==> config.mk <==
export PLATFORM = sky130hd
export DESIGN_NAME = vowc_ctrl
export DESIGN_NICKNAME = d
export VERILOG_FILES = /design/src/hw/vowc_pkg.sv /design/src/hw/vowc_ctrl.sv
export VERILOG_INCLUDE_DIRS = /design/src /design/src/hw
export SDC_FILE = /design/constraint.sdc
export NUM_CORES = 1
export LEC_CHECK = 0
export ABC_AREA = 1
export BUFFER_PORTS_ARGS = -buffer_cell sky130_fd_sc_hd__buf_4
export CAP_MARGIN = 30
export CORE_MARGIN = 10
export CORE_UTILIZATION = 56
export CTS_BUF_LIST = sky130_fd_sc_hd__clkbuf_4 sky130_fd_sc_hd__clkbuf_8
export CTS_CLUSTER_DIAMETER = 150
export DETAILED_ROUTE_END_ITERATION = 6
export PLACE_DENSITY = 0.82
export SLEW_MARGIN = 20
export SYNTH_ARGS = -nofsm -noshare
export SYNTH_HDL_FRONTEND = slang
export SYNTH_SLANG_ARGS = --single-unit
==> constraint.sdc <==
create_clock -name clk_sys_i -period 1.25 [get_ports clk_sys_i]
set_input_delay 0.0625 -clock clk_sys_i [delete_from_list [all_inputs] [get_ports clk_sys_i]]
set_output_delay 0.0625 -clock clk_sys_i [all_outputs]
set_load 0.02 [all_outputs]
==> src/hw/vowc_map.svh <==
// Register offsets, field positions and reset values of the overlay window control block.
`ifndef VOWC_MAP_SVH
`define VOWC_MAP_SVH
`define VOWC_CTRL_OFFSET       8'h00
`define VOWC_W1_SRC_OFFSET     8'h04
`define VOWC_CAP1_OFFSET       8'h08
`define VOWC_CAP2_OFFSET       8'h0c
`define VOWC_STATUS_OFFSET     8'h10
`define VOWC_CTRL_RESET        32'h0000_0000
`define VOWC_ADDR_RESET        19'h0_0000
`define VOWC_BIT_FETCH         25
`define VOWC_BIT_LINKED        24
`define VOWC_BIT_FIXED_INTERP  23
`define VOWC_BIT_FLICKER       22
`define VOWC_BIT_VINTERP       21
`define VOWC_BIT_W1_KEY        20
`define VOWC_BIT_TOP_SEL       19
`define VOWC_GFX_MSB           18
`define VOWC_GFX_LSB           16
`define VOWC_BIT_W2_DOUBLE     14
`define VOWC_BIT_W2_REPL       13
`define VOWC_BIT_W2_AVG        12
`define VOWC_BIT_W2_EN         11
`define VOWC_W2_FMT_MSB        10
`define VOWC_W2_FMT_LSB        8
`define VOWC_BIT_W1_DOUBLE     6
`define VOWC_BIT_W1_REPL       5
`define VOWC_BIT_W1_AVG        4
`define VOWC_BIT_W1_EN         3
`define VOWC_W1_FMT_MSB        2
`define VOWC_W1_FMT_LSB        0
`define VOWC_FIXED_SCALE       8'h50
`define VOWC_ADDR_W            19
`define VOWC_SHIFT_DIV         2
`endif

==> src/hw/vowc_pkg.sv <==
// Types shared by the overlay window control block.
package vowc_pkg;
  typedef enum logic [2:0] {
    VOWC_FMT_IDX8   = 3'h0,
    VOWC_FMT_RGB555 = 3'h1,
    VOWC_FMT_RGB565 = 3'h2,
    VOWC_FMT_XRGB   = 3'h3,
    VOWC_FMT_RGB888 = 3'h4,
    VOWC_FMT_RGB332 = 3'h5,
    VOWC_FMT_YUV422 = 3'h6
  } vowc_fmt_t;

  typedef struct packed {
    logic      display_en;
    vowc_fmt_t pixel_format;
    logic      yuv_avg_en;
    logic      replicate_en;
    logic      doubling_en;
    logic      queue_shift;
  } vowc_win_t;
endpackage : vowc_pkg

==> src/hw/vowc_ctrl.sv <==
// Overlay window control register and its decoded controls.
// Operation
// RULE1: Fetch bit routes 8-bit index data to panel through video queue zero.
// RULE2: Linked bit clear takes window 1 address from its own register.
// RULE3: Linked bit set with single capture buffer uses capture buffer 1.
// RULE4: Double buffer capture displays whichever buffer is not being written.
// RULE5: Fixed interpolation bit forces vertical interpolation with scale eighty.
// RULE6: Flicker bit uses video queue one; software enables one window only.
// RULE7: Vertical interpolation bit: 0 duplicates lines, 1 interpolates; single window only.
// RULE8: Bit 20 enables colour keying for window 1.
// RULE9: Bit 19 selects window on top: 0 window 1, 1 window 2.
// RULE10: Bits 18:16 select graphics pixel format, codes 000 to 101.
// RULE11: Window 2 doubling shifts video queue one every two pixel clocks.
// RULE12: Bit 13 selects window 2 interpolation at 0, duplication at 1.
// RULE13: Bit 12 averages pairs of window 2 YUV pixels.
// RULE14: Bit 11 enables window 2 display.
// RULE15: Bits 10:8 select window 2 format; 11x means YUV 4:2:2.
// RULE16: Window 1 doubling shifts video queue zero every two pixel clocks.
// RULE17: Bit 5 selects window 1 interpolation at 0, duplication at 1.
// RULE18: Bit 4 averages pairs of window 1 YUV pixels.
// RULE19: Bit 3 enables window 1 display.
// RULE20: Bits 2:0 select window 1 format; 11x means YUV 4:2:2.
// RULE21: Software avoids graphics codes 11x and treats bits 15, 7 reserved.
`timescale 1ns/1ps
`default_nettype none
`include "vowc_map.svh"
module vowc_ctrl
  import vowc_pkg::*;
#(
  parameter int ADDR_W = `VOWC_ADDR_W
) (
  input  wire logic              clk_sys_i,
  input  wire logic              rst_n_i,
  input  wire logic [7:0]        addr_i,
  input  wire logic [31:0]       wdata_i,
  input  wire logic              wr_i,
  input  wire logic              rd_i,
  output logic      [31:0]       rdata_o,
  input  wire logic              cap_double_i,
  input  wire logic              cap_buf1_busy_i,
  input  wire logic              pixel_tick_i,
  output logic                   tv_index_fetch_en_o,
  output logic                   index_via_queue_zero_o,
  output logic      [ADDR_W-1:0] window1_src_addr_o,
  output logic                   vinterp_active_o,
  output logic      [7:0]        vscale_o,
  output logic                   fixed_scale_o,
  output logic                   interlace_flicker_en_o,
  output logic                   queue_one_flicker_o,
  output logic                   window1_key_en_o,
  output logic                   top_window_sel_o,
  output vowc_fmt_t              graphics_pixel_format_o,
  output logic                   graphics_fmt_bad_o,
  output vowc_win_t              window1_o,
  output vowc_win_t              window2_o,
  output logic                   config_conflict_o
);

  logic [31:0]       ctrl_reg,  ctrl_next;
  logic [ADDR_W-1:0] src_reg,   src_next;
  logic [ADDR_W-1:0] cap1_reg,  cap1_next;
  logic [ADDR_W-1:0] cap2_reg,  cap2_next;
  logic [31:0]       rdata_reg, rdata_next;
  logic              phase_reg, phase_next;
  logic [ADDR_W-1:0] w1_addr_reg, w1_addr_next;
  logic              both_win;
  logic              ctrl_wr;

  // Register writes and the one-cycle-late read answer.
  always_comb begin
    ctrl_next  = ctrl_reg;
    src_next   = src_reg;
    cap1_next  = cap1_reg;
    cap2_next  = cap2_reg;
    rdata_next = 32'h0000_0000;
    if (wr_i) begin
      unique case (addr_i)
        `VOWC_CTRL_OFFSET: begin
          ctrl_next = {6'h00, wdata_i[25:0]};
        end
        `VOWC_W1_SRC_OFFSET: begin
          src_next = wdata_i[ADDR_W-1:0];
        end
        `VOWC_CAP1_OFFSET: begin
          cap1_next = wdata_i[ADDR_W-1:0];
        end
        `VOWC_CAP2_OFFSET: begin
          cap2_next = wdata_i[ADDR_W-1:0];
        end
        default: begin
        end
      endcase
    end
    if (rd_i) begin
      unique case (addr_i)
        `VOWC_CTRL_OFFSET:   rdata_next = ctrl_reg;
        `VOWC_W1_SRC_OFFSET: rdata_next = 32'(src_reg);
        `VOWC_CAP1_OFFSET:   rdata_next = 32'(cap1_reg);
        `VOWC_CAP2_OFFSET:   rdata_next = 32'(cap2_reg);
        `VOWC_STATUS_OFFSET: rdata_next = {29'h0000_0000, config_conflict_o,
                                           phase_reg, graphics_fmt_bad_o};
        default:             rdata_next = 32'h0000_0000;
      endcase
    end
  end

  always_ff @(posedge clk_sys_i or negedge rst_n_i) begin
    if (!rst_n_i) begin
      ctrl_reg  <= `VOWC_CTRL_RESET;
      src_reg   <= `VOWC_ADDR_RESET;
      cap1_reg  <= `VOWC_ADDR_RESET;
      cap2_reg  <= `VOWC_ADDR_RESET;
      rdata_reg <= 32'h0000_0000;
    end else begin
      ctrl_reg  <= ctrl_next;
      src_reg   <= src_next;
      cap1_reg  <= cap1_next;
      cap2_reg  <= cap2_next;
      rdata_reg <= rdata_next;
    end
  end

  assign rdata_o = rdata_reg;

  // Shift phase and window 1 source address selection.
  always_comb begin
    phase_next = phase_reg;
    if (pixel_tick_i) begin
      phase_next = ~phase_reg;
    end
    // RULE2 own address register
    w1_addr_next = src_reg;
    if (ctrl_reg[`VOWC_BIT_LINKED]) begin
      // RULE3 single capture buffer
      w1_addr_next = cap1_reg;
      // RULE4 idle buffer shown
      if (cap_double_i && cap_buf1_busy_i) begin
        w1_addr_next = cap2_reg;
      end
    end
  end

  always_ff @(posedge clk_sys_i or negedge rst_n_i) begin
    if (!rst_n_i) begin
      phase_reg   <= 1'b0;
      w1_addr_reg <= `VOWC_ADDR_RESET;
    end else begin
      phase_reg   <= phase_next;
      w1_addr_reg <= w1_addr_next;
    end
  end

  assign window1_src_addr_o = w1_addr_reg;

  // RULE1 index fetch routing
  assign tv_index_fetch_en_o    = ctrl_reg[`VOWC_BIT_FETCH];
  assign index_via_queue_zero_o = ctrl_reg[`VOWC_BIT_FETCH]
                                  && (graphics_pixel_format_o == VOWC_FMT_IDX8);
  // RULE5 fixed scale eighty
  assign fixed_scale_o    = ctrl_reg[`VOWC_BIT_FIXED_INTERP];
  assign vscale_o         = `VOWC_FIXED_SCALE;
  // RULE7 interpolate or duplicate
  assign vinterp_active_o = ctrl_reg[`VOWC_BIT_VINTERP] | ctrl_reg[`VOWC_BIT_FIXED_INTERP];
  // RULE6 queue one flicker use
  assign interlace_flicker_en_o = ctrl_reg[`VOWC_BIT_FLICKER];
  assign queue_one_flicker_o    = ctrl_reg[`VOWC_BIT_FLICKER];
  // RULE8 window 1 keying
  assign window1_key_en_o = ctrl_reg[`VOWC_BIT_W1_KEY];
  // RULE9 top window
  assign top_window_sel_o = ctrl_reg[`VOWC_BIT_TOP_SEL];
  // RULE10 graphics format
  assign graphics_pixel_format_o = vowc_fmt_t'(ctrl_reg[`VOWC_GFX_MSB:`VOWC_GFX_LSB]);
  // RULE21 reserved code flagged
  assign graphics_fmt_bad_o = ctrl_reg[`VOWC_GFX_MSB] & ctrl_reg[`VOWC_GFX_MSB-1];

  // Both windows on while a single-window feature is set is reported, not corrected.
  assign both_win = ctrl_reg[`VOWC_BIT_W1_EN] & ctrl_reg[`VOWC_BIT_W2_EN];
  // RULE6 single window check
  assign config_conflict_o = both_win
                             & (ctrl_reg[`VOWC_BIT_FLICKER] | ctrl_reg[`VOWC_BIT_VINTERP]);

  // One decoder per window; window 2 fields sit eight bits above those of window 1.
  vowc_win_t win_dec [2];

  for (genvar w = 0; w < 2; w++) begin : g_win
    localparam int FMT_MSB  = (w == 0) ? `VOWC_W1_FMT_MSB : `VOWC_W2_FMT_MSB;
    localparam int FMT_LSB  = (w == 0) ? `VOWC_W1_FMT_LSB : `VOWC_W2_FMT_LSB;
    localparam int EN_BIT   = (w == 0) ? `VOWC_BIT_W1_EN : `VOWC_BIT_W2_EN;
    localparam int AVG_BIT  = (w == 0) ? `VOWC_BIT_W1_AVG : `VOWC_BIT_W2_AVG;
    localparam int REPL_BIT = (w == 0) ? `VOWC_BIT_W1_REPL : `VOWC_BIT_W2_REPL;
    localparam int DBL_BIT  = (w == 0) ? `VOWC_BIT_W1_DOUBLE : `VOWC_BIT_W2_DOUBLE;
    logic [2:0] fmt_code;
    vowc_fmt_t  fmt_shown;
    assign fmt_code = ctrl_reg[FMT_MSB:FMT_LSB];
    // RULE15 RULE20 11x is YUV
    assign fmt_shown = (fmt_code[2:1] == 2'h3) ? VOWC_FMT_YUV422 : vowc_fmt_t'(fmt_code);
    // RULE14 RULE19 window enable
    assign win_dec[w].display_en   = ctrl_reg[EN_BIT];
    assign win_dec[w].pixel_format = fmt_shown;
    // RULE13 RULE18 YUV averaging
    assign win_dec[w].yuv_avg_en   = ctrl_reg[AVG_BIT];
    // RULE12 RULE17 replication select
    assign win_dec[w].replicate_en = ctrl_reg[REPL_BIT];
    assign win_dec[w].doubling_en  = ctrl_reg[DBL_BIT];
    // RULE11 RULE16 every second tick
    assign win_dec[w].queue_shift  = pixel_tick_i & (~ctrl_reg[DBL_BIT] | phase_reg);
  end : g_win

  assign window1_o = win_dec[0];
  assign window2_o = win_dec[1];

  // Control word writes, as the assertions below see them.
  assign ctrl_wr = wr_i && (addr_i == `VOWC_CTRL_OFFSET);

  // RULE2 own register selected
  a_own_addr_sel: assert property (@(posedge clk_sys_i) disable iff (!rst_n_i) // RULE2
    !ctrl_reg[`VOWC_BIT_LINKED] |=> window1_src_addr_o == $past(src_reg))
    else $error("window 1 address not from own register");

  // RULE3 single buffer address
  a_cap1_addr_sel: assert property (@(posedge clk_sys_i) disable iff (!rst_n_i) // RULE3
    ctrl_reg[`VOWC_BIT_LINKED] && !cap_double_i |=> window1_src_addr_o == $past(cap1_reg))
    else $error("window 1 address not capture buffer 1");

  // RULE4 idle buffer address
  a_cap2_addr_sel: assert property (@(posedge clk_sys_i) disable iff (!rst_n_i) // RULE4
    ctrl_reg[`VOWC_BIT_LINKED] && cap_double_i && cap_buf1_busy_i
    |=> window1_src_addr_o == $past(cap2_reg))
    else $error("window 1 address not the idle buffer");

  // RULE16 half rate shift
  a_w1_half_rate: assert property (@(posedge clk_sys_i) disable iff (!rst_n_i) // RULE16
    window1_o.doubling_en && window1_o.queue_shift |=> !window1_o.queue_shift)
    else $error("queue zero shifted on two pixel ticks in a row");

  // RULE11 half rate shift
  a_w2_half_rate: assert property (@(posedge clk_sys_i) disable iff (!rst_n_i) // RULE11
    window2_o.doubling_en && window2_o.queue_shift |=> !window2_o.queue_shift)
    else $error("queue one shifted on two pixel ticks in a row");

  // RULE5 scale fixed eighty
  a_fixed_scale: assert property (@(posedge clk_sys_i) disable iff (!rst_n_i) // RULE5
    fixed_scale_o |-> vinterp_active_o && vscale_o == `VOWC_FIXED_SCALE)
    else $error("fixed interpolation scale wrong");

  // RULE14 window 2 enable write
  a_w2_enable_wr: assert property (@(posedge clk_sys_i) disable iff (!rst_n_i) // RULE14
    wr_i && addr_i == `VOWC_CTRL_OFFSET |=> window2_o.display_en == $past(wdata_i[11]))
    else $error("window 2 enable did not follow write");

  // RULE20 YUV code decode
  a_w1_yuv_fmt: assert property (@(posedge clk_sys_i) disable iff (!rst_n_i) // RULE20
    ctrl_reg[2:1] == 2'h3 |-> window1_o.pixel_format == VOWC_FMT_YUV422)
    else $error("window 1 11x code not YUV");

  // RULE1 queue zero routing
  a_index_route: assert property (@(posedge clk_sys_i) disable iff (!rst_n_i) // RULE1
    index_via_queue_zero_o |-> tv_index_fetch_en_o && ctrl_reg[18:16] == 3'h0)
    else $error("index routing without fetch bit");

  // RULE1 fetch bit write
  a_fetch_bit_wr: assert property (@(posedge clk_sys_i) disable iff (!rst_n_i) // RULE1
    ctrl_wr |=> tv_index_fetch_en_o == $past(wdata_i[`VOWC_BIT_FETCH]))
    else $error("index fetch enable did not follow write");

  // RULE5 fixed bit write
  a_fixed_bit_wr: assert property (@(posedge clk_sys_i) disable iff (!rst_n_i) // RULE5
    ctrl_wr |=> fixed_scale_o == $past(wdata_i[`VOWC_BIT_FIXED_INTERP]))
    else $error("fixed interpolation did not follow write");

  // RULE6 flicker bit write
  a_flicker_wr: assert property (@(posedge clk_sys_i) disable iff (!rst_n_i) // RULE6
    ctrl_wr |=> queue_one_flicker_o == $past(wdata_i[`VOWC_BIT_FLICKER]))
    else $error("queue one flicker use did not follow write");

  // RULE6 single window flagged
  a_conflict_flag: assert property (@(posedge clk_sys_i) disable iff (!rst_n_i) // RULE6
    window1_o.display_en && window2_o.display_en && interlace_flicker_en_o
    |-> config_conflict_o)
    else $error("flicker with two windows not flagged");

  // RULE7 interpolation bit write
  a_vinterp_wr: assert property (@(posedge clk_sys_i) disable iff (!rst_n_i) // RULE7
    ctrl_wr && !wdata_i[`VOWC_BIT_FIXED_INTERP]
    |=> vinterp_active_o == $past(wdata_i[`VOWC_BIT_VINTERP]))
    else $error("vertical interpolation did not follow write");

  // RULE8 key enable write
  a_key_enable_wr: assert property (@(posedge clk_sys_i) disable iff (!rst_n_i) // RULE8
    ctrl_wr |=> window1_key_en_o == $past(wdata_i[`VOWC_BIT_W1_KEY]))
    else $error("window 1 key enable did not follow write");

  // RULE9 top window write
  a_top_select_wr: assert property (@(posedge clk_sys_i) disable iff (!rst_n_i) // RULE9
    ctrl_wr |=> top_window_sel_o == $past(wdata_i[`VOWC_BIT_TOP_SEL]))
    else $error("top window select did not follow write");

  // RULE10 graphics format write
  a_gfx_format_wr: assert property (@(posedge clk_sys_i) disable iff (!rst_n_i) // RULE10
    ctrl_wr |=> graphics_pixel_format_o == $past(wdata_i[`VOWC_GFX_MSB:`VOWC_GFX_LSB]))
    else $error("graphics format did not follow write");

  // RULE12 window 2 replication
  a_w2_repl_wr: assert property (@(posedge clk_sys_i) disable iff (!rst_n_i) // RULE12
    ctrl_wr |=> window2_o.replicate_en == $past(wdata_i[`VOWC_BIT_W2_REPL]))
    else $error("window 2 replication did not follow write");

  // RULE13 window 2 averaging
  a_w2_avg_wr: assert property (@(posedge clk_sys_i) disable iff (!rst_n_i) // RULE13
    ctrl_wr |=> window2_o.yuv_avg_en == $past(wdata_i[`VOWC_BIT_W2_AVG]))
    else $error("window 2 averaging did not follow write");

  // RULE15 window 2 YUV
  a_w2_yuv_fmt: assert property (@(posedge clk_sys_i) disable iff (!rst_n_i) // RULE15
    ctrl_wr && wdata_i[`VOWC_W2_FMT_MSB -: 2] == 2'h3
    |=> window2_o.pixel_format == VOWC_FMT_YUV422)
    else $error("window 2 11x code not YUV");

  // RULE17 window 1 replication
  a_w1_repl_wr: assert property (@(posedge clk_sys_i) disable iff (!rst_n_i) // RULE17
    ctrl_wr |=> window1_o.replicate_en == $past(wdata_i[`VOWC_BIT_W1_REPL]))
    else $error("window 1 replication did not follow write");

  // RULE18 window 1 averaging
  a_w1_avg_wr: assert property (@(posedge clk_sys_i) disable iff (!rst_n_i) // RULE18
    ctrl_wr |=> window1_o.yuv_avg_en == $past(wdata_i[`VOWC_BIT_W1_AVG]))
    else $error("window 1 averaging did not follow write");

  // RULE19 window 1 enable
  a_w1_enable_wr: assert property (@(posedge clk_sys_i) disable iff (!rst_n_i) // RULE19
    ctrl_wr |=> window1_o.display_en == $past(wdata_i[`VOWC_BIT_W1_EN]))
    else $error("window 1 enable did not follow write");

  // RULE20 window 1 format
  a_w1_format_wr: assert property (@(posedge clk_sys_i) disable iff (!rst_n_i) // RULE20
    ctrl_wr && wdata_i[`VOWC_W1_FMT_MSB -: 2] != 2'h3
    |=> window1_o.pixel_format == $past(wdata_i[`VOWC_W1_FMT_MSB:`VOWC_W1_FMT_LSB]))
    else $error("window 1 format did not follow write");

  // RULE21 reserved code flag
  a_fmt_bad_flag: assert property (@(posedge clk_sys_i) disable iff (!rst_n_i) // RULE21
    ctrl_wr && wdata_i[`VOWC_GFX_MSB -: 2] == 2'h3 |=> graphics_fmt_bad_o)
    else $error("reserved graphics code not flagged");

  // Main scenarios: linked double buffer, half rate, conflict, YUV window, index routing.
  c_linked_double: cover property (@(posedge clk_sys_i) disable iff (!rst_n_i)
    ctrl_reg[`VOWC_BIT_LINKED] && cap_double_i && cap_buf1_busy_i);
  c_w1_doubling: cover property (@(posedge clk_sys_i) disable iff (!rst_n_i)
    window1_o.doubling_en && window1_o.queue_shift);
  c_conflict: cover property (@(posedge clk_sys_i) disable iff (!rst_n_i)
    config_conflict_o);
  c_w2_yuv_avg: cover property (@(posedge clk_sys_i) disable iff (!rst_n_i)
    window2_o.pixel_format == VOWC_FMT_YUV422 && window2_o.yuv_avg_en);
  c_index_route: cover property (@(posedge clk_sys_i) disable iff (!rst_n_i)
    index_via_queue_zero_o);

endmodule : vowc_ctrl
`default_nettype wire

Word level (Yosys, flattened, before mapping)
Index checks and enable logic that the tools add are counted.
Cells by class
  add/subtract/negate cells: 0
  multipliers: 0
  divide/modulo/power cells: 0
  order comparisons: 0
  eq/ne operators: 6
  shift-type cells: 0
  multiplexer cells: 6
  bitwise logic cells: 12
  reductions and logical operators: 8
Operator list (count)
  case mux 26 bit (5 select lines): 1
  two-way mux 19 bit: 2
  two-way mux 26 bit: 1
  equality test 8 x 4 -> 1 bit, second input constant: 2
  equality test 8 x 3 -> 1 bit, second input constant: 1
  equality test 8 x 5 -> 1 bit, second input constant: 1
  logical NOT 8 bit: 1
  AND reduction 2 bit: 4
  two-way mux 3 bit: 2
  bitwise AND 1 bit: 5
  equality test 2 bit, second input constant: 2
  bitwise OR 1 bit: 4
  logical NOT 3 bit: 1
  inverter 1 bit: 3
  logical AND 1 bit: 2
Word-level totals
  flip-flop bits (word level): 135
  bits in latches: 0
  memory bits (writable): 0
  memory bits (read-only): 0
  input port bits: 47
  output and inout port bits: 88
  word-level logic and storage cells: 39
  memories kept: 0

Longest topological paths before layout
Gate-level depths: netlist (run 1).
  depth after elaboration: 4
  depth in mapped cells: 9
  mapped depth without buffers: 7

Worst setup path before layout (run 1)
OpenSTA, ideal clock, no wires.
  path type: register to register
  start point: register ctrl_reg[22]
  end point: register rdata_reg[2], in the netlist rdata_o[2]
  arrival time: 1.155 ns
  data required time: 1.176 ns
  path slack: 0.021 ns
  cell stages (with the launch flop): 7
  path buffers: 0
  cell sequence: dfrtp_1 -> nor2_1 -> nor2_1 -> nand3_1 -> nand3_1 -> nor2_1 -> nor2_1
Between the ends
  word-level cells in the longest chain between the ends: 4
Ends and longest elaborated chain
  start: declaration: RTL line vowc_ctrl.sv:59  | logic [31:0] ctrl_reg, ctrl_next;
  start signal: assignment: RTL line vowc_ctrl.sv:109  | ctrl_reg <= `VOWC_CTRL_RESET;
  start signal: assignment: RTL line vowc_ctrl.sv:115  | ctrl_reg <= ctrl_next;
  bitwise OR 1 bit: RTL line vowc_ctrl.sv:180  | & (ctrl_reg[`VOWC_BIT_FLICKER] | ctrl_reg[`VOWC_BIT_VINTERP]);
  bitwise AND 1 bit: RTL line vowc_ctrl.sv:179  | assign config_conflict_o = both_win
  via config_conflict_o: RTL line vowc_ctrl.sv:56  | output logic config_conflict_o
  case mux 26 bit (5 select lines): RTL line vowc_ctrl.sv:95  | unique case (addr_i)
  two-way mux 26 bit: RTL line vowc_ctrl.sv:94  | if (rd_i) begin
  via rdata_next[2]: RTL line vowc_ctrl.sv:63  | logic [31:0] rdata_reg, rdata_next;
  end signal: assignment: RTL line vowc_ctrl.sv:119  | rdata_reg <= rdata_next;
  end: declaration: RTL line vowc_ctrl.sv:63
The timed path passes the listed nets, and every way through them passes these cells.
A chain may end at the register's enable or synchronous reset.

Final worst setup path (run 1)
  start point: register ctrl_reg[18]
  end point: output graphics_fmt_bad_o
Between the ends
  word-level cells in the longest chain between the ends: 1
Ends and longest elaborated chain
  bitwise AND 1 bit: RTL line vowc_ctrl.sv:174  | assign graphics_fmt_bad_o = ctrl_reg[`VOWC_GFX_MSB] & ctrl_reg[`VOWC_GFX_MSB-1];
  end: declaration: RTL line vowc_ctrl.sv:53  | output logic graphics_fmt_bad_o,
Every way passes these cells.

==> results.toml, run 1 <==
[synth]
synth_seq_cells = 129
synth_top_area_share_pct = 55.1
synth_area_leaders = "dfrtp_1, nand2_1, o21ai_0"
synth_most_common_cell = "dfrtp_1"
synth_cell_types = 26
synth_edf_count = 0
ys_seq_area_share_pct = 55.1
synthFlopType = "dfrtp_1"
synth.avg_cell_area_um2 = 8.85
yosys_warnings = 0
synth_async_sr_flop_share_pct = 100
syn_area_um2 = 5860
synth.largest_area_cell = "dfrtp_1"
synthTopCellsByCount = "dfrtp_1, nand2_1, nor2_1"
synth_cells = 662

[layout]
register_area_um2 = 3230
multi_input_area_um2 = 2010
n_antenna_cell = 0
layout-drive-gt1-share_pct = 29.3
area_delta_synth_final_pct = 33.3
layout.nets = 872
instances_no_fill = 973
fillers = 667

[sta]
fin_crit_sh_pct = 113
timing.fmax_ghz = 0.709
post-route-min-period_ns = 1.41
maxSlewViolCount = 0
fin_worst_skew_ns = 0.00555
fin_ws_ns = -0.161
setup_viol = 8
setup_tns_ns = -0.641
rsz0062_at_grt = "yes"
slew_headroom_pct = 49.4
worst_pin_slew_ns = 0.755
hold_viol = 0

[clocking]
clk_pin_slew_ns = 0.08
clk_latency_ns = 0.46
cts-root-buf = "clkbuf_8"
cts.sinks = 129
cts_tree = "yes"
numCtsBuffers = 17
clock_path_buffers = 2
h-tree-depth = 4

[placement]
gp_congestion = 0.862
place_inst = 890
dp_hpwl_um = 10800
io_buffers = 114

[global_routing]
use_met3_pct = 5.37
grt.met1_usage_pct = 26.6
grt_busiest_layer = "met2"
met2_usage_pct = 37.6
grt_max_degree = 39
grt_antenna_before_repair = 0
grt_pass1_vias = 5293
grt_pass1_wl_um = 26600
gr-total-overflow = 0
track_usage_pct = 22.6

[run]
drv_cap = 0

[die]
num_io_pins = 135
die_h_um = 122
dieWidth_um = 122
die_area_um2 = 14900
std_cell_rows = 37
start_util_pct = 57.0
core_um2 = 10300

[setup_path]
crit_path_max_incr_delay_ns = 0.41
cp_data_required_time_ns = 1.19
path_class = "reg -> out"
crit_fanout = 3
start_kind = "register"
cp-end-kind = "output pin"
crit_chain = "buf_4 > buf_6 > nand2_4 > inv_2 > buf_6"
crit_top_cell = "buf_6"
arrival_ns = 1.35
slowest_stage = "dfrtp_1"

[status]
violations = "negative setup slack"
status = "finished with violations"

[route]
dr.pass1.iters = 6
remaining_drc_errors = 0
antenna_left = 0
wl_per_cell_um = 17.7
vias = 5287
vias_per_cell = 5.43
drtIter0Drc = 471
drt_wl_total_um = 17300

[power_and_ir_drop]
p_leak_nw = 3.93
p_per_area_nw_per_um2 = 1180
vdd_drop_max_mv = 0.852

[worst_hold_path]
hold_class = "in -> reg"
[routing by layer]
layer	wire length, um	part of all wire [%]
met4	514	3.0
met3	1530	8.9
met1	6460	37
met5	0	0
met2	8750	51
[stage by stage]
step | util, % | hold WS (ns) | setup WS [ns] | area, um2 | total power [W]
final | 75.9 | 0.0467 | -0.161 | 7800 | 0.00923
after CTS | 74.4 | 0.0268 | -0.165 | 7650 | 0.00914
after global placement | 66.6 | 0.0363 | -0.00234 | 6850 | 0.00555
after floorplan | - | -0.233 | 0.0208 | 5900 | 0.00512
after detailed placement | 66.6 | 0.0411 | -0.0244 | 6850 | 0.00559
after global routing | 75.9 | 0.0985 | -0.193 | 7800 | 0.00954
[where the power goes]
part | internal, W | switching [W]
Sequential | 0.00437 | 0.000133
Combinational | 0.000543 | 0.000701
Clock | 0.00181 | 0.00168
Total | 0.00672 | 0.00251
[final cells by class]
type	count	share of cell area, %
Sequential cell	129	41.4
Tap cell	136	2.18
Clock inverter	13	1.76
Clock buffer	18	3.17
Timing Repair Buffer	195	22.5
Multi-Input combinational cell	414	25.7
Inverter	68	3.30
[worst paths after layout]
check | start | to | slack [ns] | cells after the start
setup / recovery | ctrl_reg[18] | graphics_fmt_bad_o | -0.16 | 5
hold / removal | rd_i | rdata_o[22] | 0.05 | 3
setup reg to reg | ctrl_reg[18] | rdata_o[0] | 0.04 | 8
hold reg to reg | src_reg[15] | src_reg[15] | 0.49 | 2
max in group asynchronous | rst_n_i | rdata_o[0] | 0.65 | 3
min in group asynchronous | rst_n_i | cap1_reg[13] | 0.10 | 2
[layout by cell type, fill, tap and decap left out]
| cell | Yosys | layout |
|---|---|---|
| a21oi_2 | 0 | 1 |
| o21ai_2 | 20 | 20 |
| buf_12 | 0 | 13 |
| conb_1 | 2 | 14 |
| buf_4 | 29 | 139 |
| clkbuf_8 | 0 | 18 |
| dlygate4sd3_1 | 0 | 28 |
| nor2_8 | 1 | 1 |
| o21ai_0 | 63 | 63 |
| a21oi_1 | 32 | 31 |
| o21ai_1 | 42 | 42 |
| dfrtp_1 | 129 | 128 |
| clkinv_4 | 0 | 2 |
| clkinv_2 | 0 | 4 |
| o22ai_1 | 3 | 3 |
| buf_6 | 14 | 15 |
| nor2_4 | 1 | 3 |
| nand3_1 | 36 | 34 |
| nor4_2 | 0 | 1 |
| nor2_2 | 2 | 2 |
| nor2_1 | 69 | 67 |
| inv_1 | 64 | 60 |
| inv_6 | 0 | 2 |
| inv_4 | 1 | 1 |
| inv_2 | 0 | 4 |
| nand2_4 | 2 | 3 |
| nand2_1 | 121 | 118 |
| xor2_1 | 1 | 1 |
| bufinv_16 | 0 | 2 |
| a21boi_2 | 0 | 2 |
| clkinv_1 | 3 | 3 |
| nand2_2 | 2 | 4 |
| clkinvlp_4 | 0 | 3 |
| dfrtp_2 | 0 | 1 |
| nand3_2 | 2 | 4 |
[what timing repair did]
item / 4_1_cts / 5_1_grt
setup buffers: 14 / 10
hold endpoints to repair: 212 / 0
pin swaps: 5 / 5
hold buffers: 28 / 0
gates resized for setup: 13 / 23
setup endpoints to repair: 7 / 10
[critical path, delay by kind of cell, from the launching register on]
family        cells  cell delay (ns)
buf+inv           4             0.42
flops             1             0.41
simple gates      1             0.05
[cell families (layout without fill, tap and decap cells)]
family,after synthesis,after routing,synth area share (%)
flip-flops,129,129,55.1
AND/OR/NAND/NOR,237,237,17.1
other,2,14,0.128
buffers and inverters,131,294,12.3
XOR/XNOR,1,1,0.150
AO/OA/AOI/OAI,162,162,15.3
Power figures use the tool's default switching activity.
==> inputs of run 2 (changes only) <==
--- a/config.mk
+++ b/config.mk
@@ -6,7 +6,6 @@
 export SDC_FILE = /design/constraint.sdc
 export NUM_CORES = 1
 export LEC_CHECK = 0
-export ABC_AREA = 1
 export BUFFER_PORTS_ARGS = -buffer_cell sky130_fd_sc_hd__buf_4
 export CAP_MARGIN = 30
 export CORE_MARGIN = 10
==> run 2 against run 1 <==
Against the previous run: clock power increased by 4%; final cell count decreased by 26%; worst hold slack improved by 0.031 ns; die area decreased by 0.14%; largest cell class unchanged; clock skew increased by 0.0061 ns; power increased by 2.5%; synthesized cell count decreased by 39%; the run still ends with negative setup slack left; critical path type unchanged.
==> results.toml, run 2 <==
[status]
status = "finished with violations"
violations = "negative setup slack"

[route]
vias = 3879
vias_per_cell = 5.38
remaining_drc_errors = 0
dr.pass1.iters = 4
drtIter0Drc = 256
wl_per_cell_um = 20.5
antenna_left = 0
drt_wl_total_um = 14700

[power_and_ir_drop]
p_leak_nw = 4.06
p_per_area_nw_per_um2 = 1200
vdd_drop_max_mv = 0.680

[setup_path]
crit_buf_inv = 2
arrival_ns = 1.42
crit_family = "flip-flops"
crit_chain = "buf_6 > nor4b_4 > buf_4"
crit_fanout = 3
critical_path_depth = 3
ff2ff_path_depth = 4
cp_data_required_time_ns = 1.19
crit_path_max_incr_delay_ns = 0.39
slowest_stage = "dfrtp_1"
cp-end-kind = "output pin"
start_kind = "register"
path_class = "reg -> out"

[sta]
post-route-min-period_ns = 1.49
maxSlewViolCount = 0
setup_viol = 9
rsz0062_at_grt = "yes"
fin_ws_ns = -0.237
fin_crit_sh_pct = 119
timing.fmax_ghz = 0.672
fin_worst_skew_ns = 0.0117
hold_viol = 0

[synth]
syn_area_um2 = 5850
ys_seq_area_share_pct = 55.2
synth_cells = 404
synth.largest_area_cell = "dfrtp_1"
synth.avg_cell_area_um2 = 14.5
synth_most_common_cell = "dfrtp_1"
synth_seq_cells = 129
synthFlopType = "dfrtp_1"
synth_area_leaders = "dfrtp_1, mux2_2, mux2_4"
synth_cell_types = 38
yosys_warnings = 0
synth_top_area_share_pct = 55.2
synth_edf_count = 0
synthTopCellsByCount = "dfrtp_1, mux2_2, mux2_4"
synth_async_sr_flop_share_pct = 100

[clocking]
clk_pin_slew_ns = 0.08
cts_tree = "yes"
numCtsBuffers = 17
cts-root-buf = "clkbuf_8"
h-tree-depth = 4
clock_path_buffers = 2
cts.sinks = 129
clk_latency_ns = 0.44

[layout]
layout-drive-gt1-share_pct = 52.8
layout.nets = 622
final_core_util_pct = 77.1
final_area_um2 = 7890
final_common_cell = "buf_4"
n_antenna_cell = 0
area_delta_synth_final_pct = 35.0
layout_common_cells = "buf_4, dfrtp_1, mux2_2"

[global_routing]
grt_antenna_before_repair = 0
gr-total-overflow = 0
use_met3_pct = 6.75
grt_busiest_layer = "met2"
grt_max_degree = 41
track_usage_pct = 19.8
grt.met1_usage_pct = 24.6
met2_usage_pct = 32.4
grt_pass1_wl_um = 22900
grt_pass1_vias = 4282

[placement]
post_dp_cell_area_um2 = 7000
dp_hpwl_um = 9700
place_ws_ns = -0.269
io_buffers = 114
gp_congestion = 0.847

[die]
num_io_pins = 135
die_h_um = 122
std_cell_rows = 37
dieWidth_um = 122
core_um2 = 10200
die_area_um2 = 14900
start_util_pct = 57.1

[run]
drv_cap = 0

[worst_hold_path]
hold_class = "in -> reg"
hold_path_depth = 4
-- run 2: changes by cell type after synthesis, moves of 11 or more --
cell,before,now
buf_6,14,3
inv_1,64,1
mux2_2,0,53
mux2_4,0,30
mux2i_1,0,21
mux4_2,0,17
nand2_1,121,1
nand3_1,36,2
nor2_1,69,23
nor2b_1,0,17
o21ai_0,63,1
o21ai_1,42,0
o21ai_2,20,0
-- run 2: path summary, 6_finish.rpt --
path	startpoint	end	slack [ns]
worst max-delay path	ctrl_reg[17]	index_via_queue_zero_o	-0.24
worst min-delay path	addr_i[3]	rdata_o[2]	0.08
worst max register to register	ctrl_reg[17]	rdata_o[17]	-0.09
worst min register to register	ctrl_reg[19]	rdata_o[19]	0.51
max in group asynchronous	rst_n_i	ctrl_reg[18]	0.59
min in group asynchronous	rst_n_i	rdata_o[19]	0.12
-- run 2: kinds of logic after synthesis --
kind of cell    after synthesis  synth area share, %
mux                         121                 28.1
compound gates               31                 3.08
xor+xnor                      1                0.150
simple gates                 68                 6.70
flops                       129                 55.2
other cells                   2                0.128
buf+inv                      52                 6.66
-- run 2: final cells by class --
cell class                 instances  area [um2]
inverter                           1        3.75
multi-input combinational        235        2350
fill                             608        2340
timing repair buffer             191        1730
clock inverter                     6         108
clock buffer                      23         292
tap                              136         170
sequential                       129        3230
-- run 2: timing repair --
action                     CTS  global route
pin swaps                    3             5
setup endpoints to repair    8            13
hold buffers                29             0
buffers inserted            11             2
hold endpoints to repair   214             0
resized for setup           20            12
-- run 2: per-stage QoR --
stage / std cells / hold WS (ns) / TNS [ns] / total power, W
floorplan: 416 / -0.233 / -4.06 / 0.00520
global placement: 651 / 0.0473 / -12.71 / 0.00568
detailed placement: 651 / 0.0485 / -14.85 / 0.00572
CTS: 719 / 0.0600 / -0.729 / 0.00946
global route: 721 / 0.0644 / -1.16 / 0.00980
finish: 721 / 0.0778 / -0.729 / 0.00946
-- run 2: power by group --
group	switching (W)	total [W]	internal [W]
combinational	0.000648	0.00132	0.000676
sequential	0.000136	0.00451	0.00438
clock	0.00150	0.00363	0.00213
-- run 2: routing by layer --
layer	wire length, um	vias up
met5	0	-
met4	191	0
met3	1100	21
met1	6090	1990
li1	-	1723
met2	7360	145
-- run 2: tightest hold or removal path, cell delays in order --
cell and delay, ns:
buf_4 0.15, nor2_1 0.09, nand3_1 0.11, a21oi_2 0.06
==> inputs of run 3 (changes only) <==
--- a/config.mk
+++ b/config.mk
@@ -8,12 +8,14 @@
 export LEC_CHECK = 0
 export BUFFER_PORTS_ARGS = -buffer_cell sky130_fd_sc_hd__buf_4
 export CAP_MARGIN = 30
+export CORE_ASPECT_RATIO = 1.2
 export CORE_MARGIN = 10
-export CORE_UTILIZATION = 56
+export CORE_UTILIZATION = 60
 export CTS_BUF_LIST = sky130_fd_sc_hd__clkbuf_4 sky130_fd_sc_hd__clkbuf_8
 export CTS_CLUSTER_DIAMETER = 150
 export DETAILED_ROUTE_END_ITERATION = 6
-export PLACE_DENSITY = 0.82
+export GPL_TIMING_DRIVEN = 0
+export PLACE_DENSITY = 0.88
 export SLEW_MARGIN = 20
 export SYNTH_ARGS = -nofsm -noshare
 export SYNTH_HDL_FRONTEND = slang
==> constraint.sdc (replaced) <==
create_clock -name clk_sys_i -period 1.75 [get_ports clk_sys_i]
set_input_delay 0.0875 -clock clk_sys_i [delete_from_list [all_inputs] [get_ports clk_sys_i]]
set_output_delay 0.0875 -clock clk_sys_i [all_outputs]
set_load 0.02 [all_outputs]
==> run 3 against run 2 <==
Against the previous run: the flow now finishes without violations; non-clock buffer count increased by 3; sequential power decreased by 28%; sequential share of layout area increased by 1.2 points; critical path depth decreased by 1; utilization increased by 3.4 points; setup slack improved by 0.40 ns; design area decreased by 2.9%; clock skew decreased by 0.0046 ns; die area decreased by 5.5%; critical path type unchanged; critical endpoint unchanged; largest cell class unchanged; largest power group unchanged.
==> results.toml, run 3 (synthesis results as in run 2) <==
[clocking]
cts_setup_buffers = 0
h-tree-depth = 4
clock_path_buffers = 2
clk_pin_slew_ns = 0.07
cts.sinks = 129
numCtsBuffers = 17
cts_tree = "yes"
cts-root-buf = "clkbuf_8"
clk_latency_ns = 0.44

[sta]
timing.fmax_ghz = 0.632
fin_worst_skew_ns = 0.00705
fin_ws_ns = 0.167
rsz0062_at_grt = "no"
slew_headroom_pct = 52.4
hold_viol = 0
setup_viol = 0
maxSlewViolCount = 0
post-route-min-period_ns = 1.58
worst_pin_slew_ns = 0.712
setup_tns_ns = 0
fin_crit_sh_pct = 90.5

[placement]
dp_hpwl_um = 9580
place_ws_ns = -0.235
post_dp_cell_area_um2 = 6920
io_buffers = 113
gp_congestion = 0.784

[setup_path]
crit_fanout = 6
arrival_ns = 1.50
cp_data_required_time_ns = 1.66
path_class = "reg -> out"
cp-end-kind = "output pin"
start_kind = "register"

[die]
dieWidth_um = 110
die_h_um = 128
start_util_pct = 61.4
std_cell_rows = 39
num_io_pins = 135
core_um2 = 9520
die_area_um2 = 14100

[power_and_ir_drop]
p_leak_nw = 3.98
p_per_area_nw_per_um2 = 899
vdd_drop_max_mv = 0.675

[layout]
n_antenna_cell = 0
final_area_um2 = 7660
register_area_um2 = 3230
final_common_cell = "buf_4"
layout-drive-gt1-share_pct = 49.9
fillers = 532
area_delta_synth_final_pct = 31.1
layout_common_cells = "buf_4, dfrtp_1, mux2_2"
final_core_util_pct = 80.5
multi_input_area_um2 = 2280
layout.nets = 625

[worst_hold_path]
hold_class = "in -> reg"

[route]
vias = 3896
dr.pass1.iters = 4
drt_wl_total_um = 14400
wl_per_cell_um = 20.1
vias_per_cell = 5.46
remaining_drc_errors = 0
antenna_left = 0
drtIter0Drc = 219

[run]
drv_cap = 0

[global_routing]
grt_max_degree = 88
grt_antenna_before_repair = 0
grt_pass1_wl_um = 22900
grt_pass1_vias = 4298
track_usage_pct = 21.2
gr-total-overflow = 0

[status]
status = "complete, no violations"
[run 3: cell types whose count changed in the layout (fill, tap and decap cells not counted), moves of 2 or more]
cell / change
buf_12: -11
clkbuf_1: +10
buf_6: -9
buf_2: +6
buf_4: +5
a21boi_0: +4
a21boi_2: -2
clkinvlp_4: +2
dfrtp_1: +2
dfrtp_2: -2
nor3_2: +2
[run 3: worst max-delay path: stages (launching register included)]
cell	delay, ns
dfrtp_1	0.47
nor4b_1	0.37
buf_4	0.21
[run 3: where the power goes]
group	total, W	switching [W]	internal [W]
clock network	0.00281	0.00114	0.00167
logic	0.000847	0.000412	0.000435
registers	0.00323	0.000109	0.00312
total	0.00689	0.00166	0.00523
[run 3: through the flow]
stage	cells	total power, W	hold slack (ns)
after global placement	652	0.00403	0.276
after CTS	714	0.00691	0.0107
final	714	0.00689	0.0427
after floorplan	416	0.00371	-0.208
after detailed placement	653	0.00407	0.0285
after global routing	714	0.00713	0.0380
[run 3: path summary, 6_finish.rpt]
check | from | endpoint | slack (ns) | cells past startpoint
max in group asynchronous | rst_n_i | rdata_o[8] | 0.89 | 3
worst max register to register | ctrl_reg[24] | window1_src_addr_o[16] | 0.39 | 3
worst min register to register | ctrl_reg[7] | ctrl_reg[7] | 0.51 | 1
worst min-delay path | addr_i[6] | rdata_o[2] | 0.04 | 4
min in group asynchronous | rst_n_i | ctrl_reg[0] | 0.12 | 2
worst max-delay path | ctrl_reg[18] | index_via_queue_zero_o | 0.17 | 2
[run 3: what timing repair did]
| item | in CTS | in global routing |
|---|---|---|
| hold buffers | 29 | 0 |
| resized for setup | 0 | 1 |
| setup endpoints to repair | 0 | 7 |
| endpoints found under the hold margin | 134 | 0 |
[run 3: layout make-up]
type | instances | share of cell area, %
buffer | 51 | 5.03
inverter | 1 | 0.0490
multi-input combinational | 235 | 29.7
sequential | 129 | 42.1
tap | 123 | 2.01
timing repair buffer | 143 | 15.3
clock inverter | 10 | 2.06
clock buffer | 22 | 3.71
[run 3: layer usage]
metal,track usage (%),vias up,part of all wire (%)
met5,0,-,0
met4,9.54,0,2.2
met3,6.44,27,7.8
met2,35.7,147,53
met1,24.1,1997,37
li1,-,1725,-
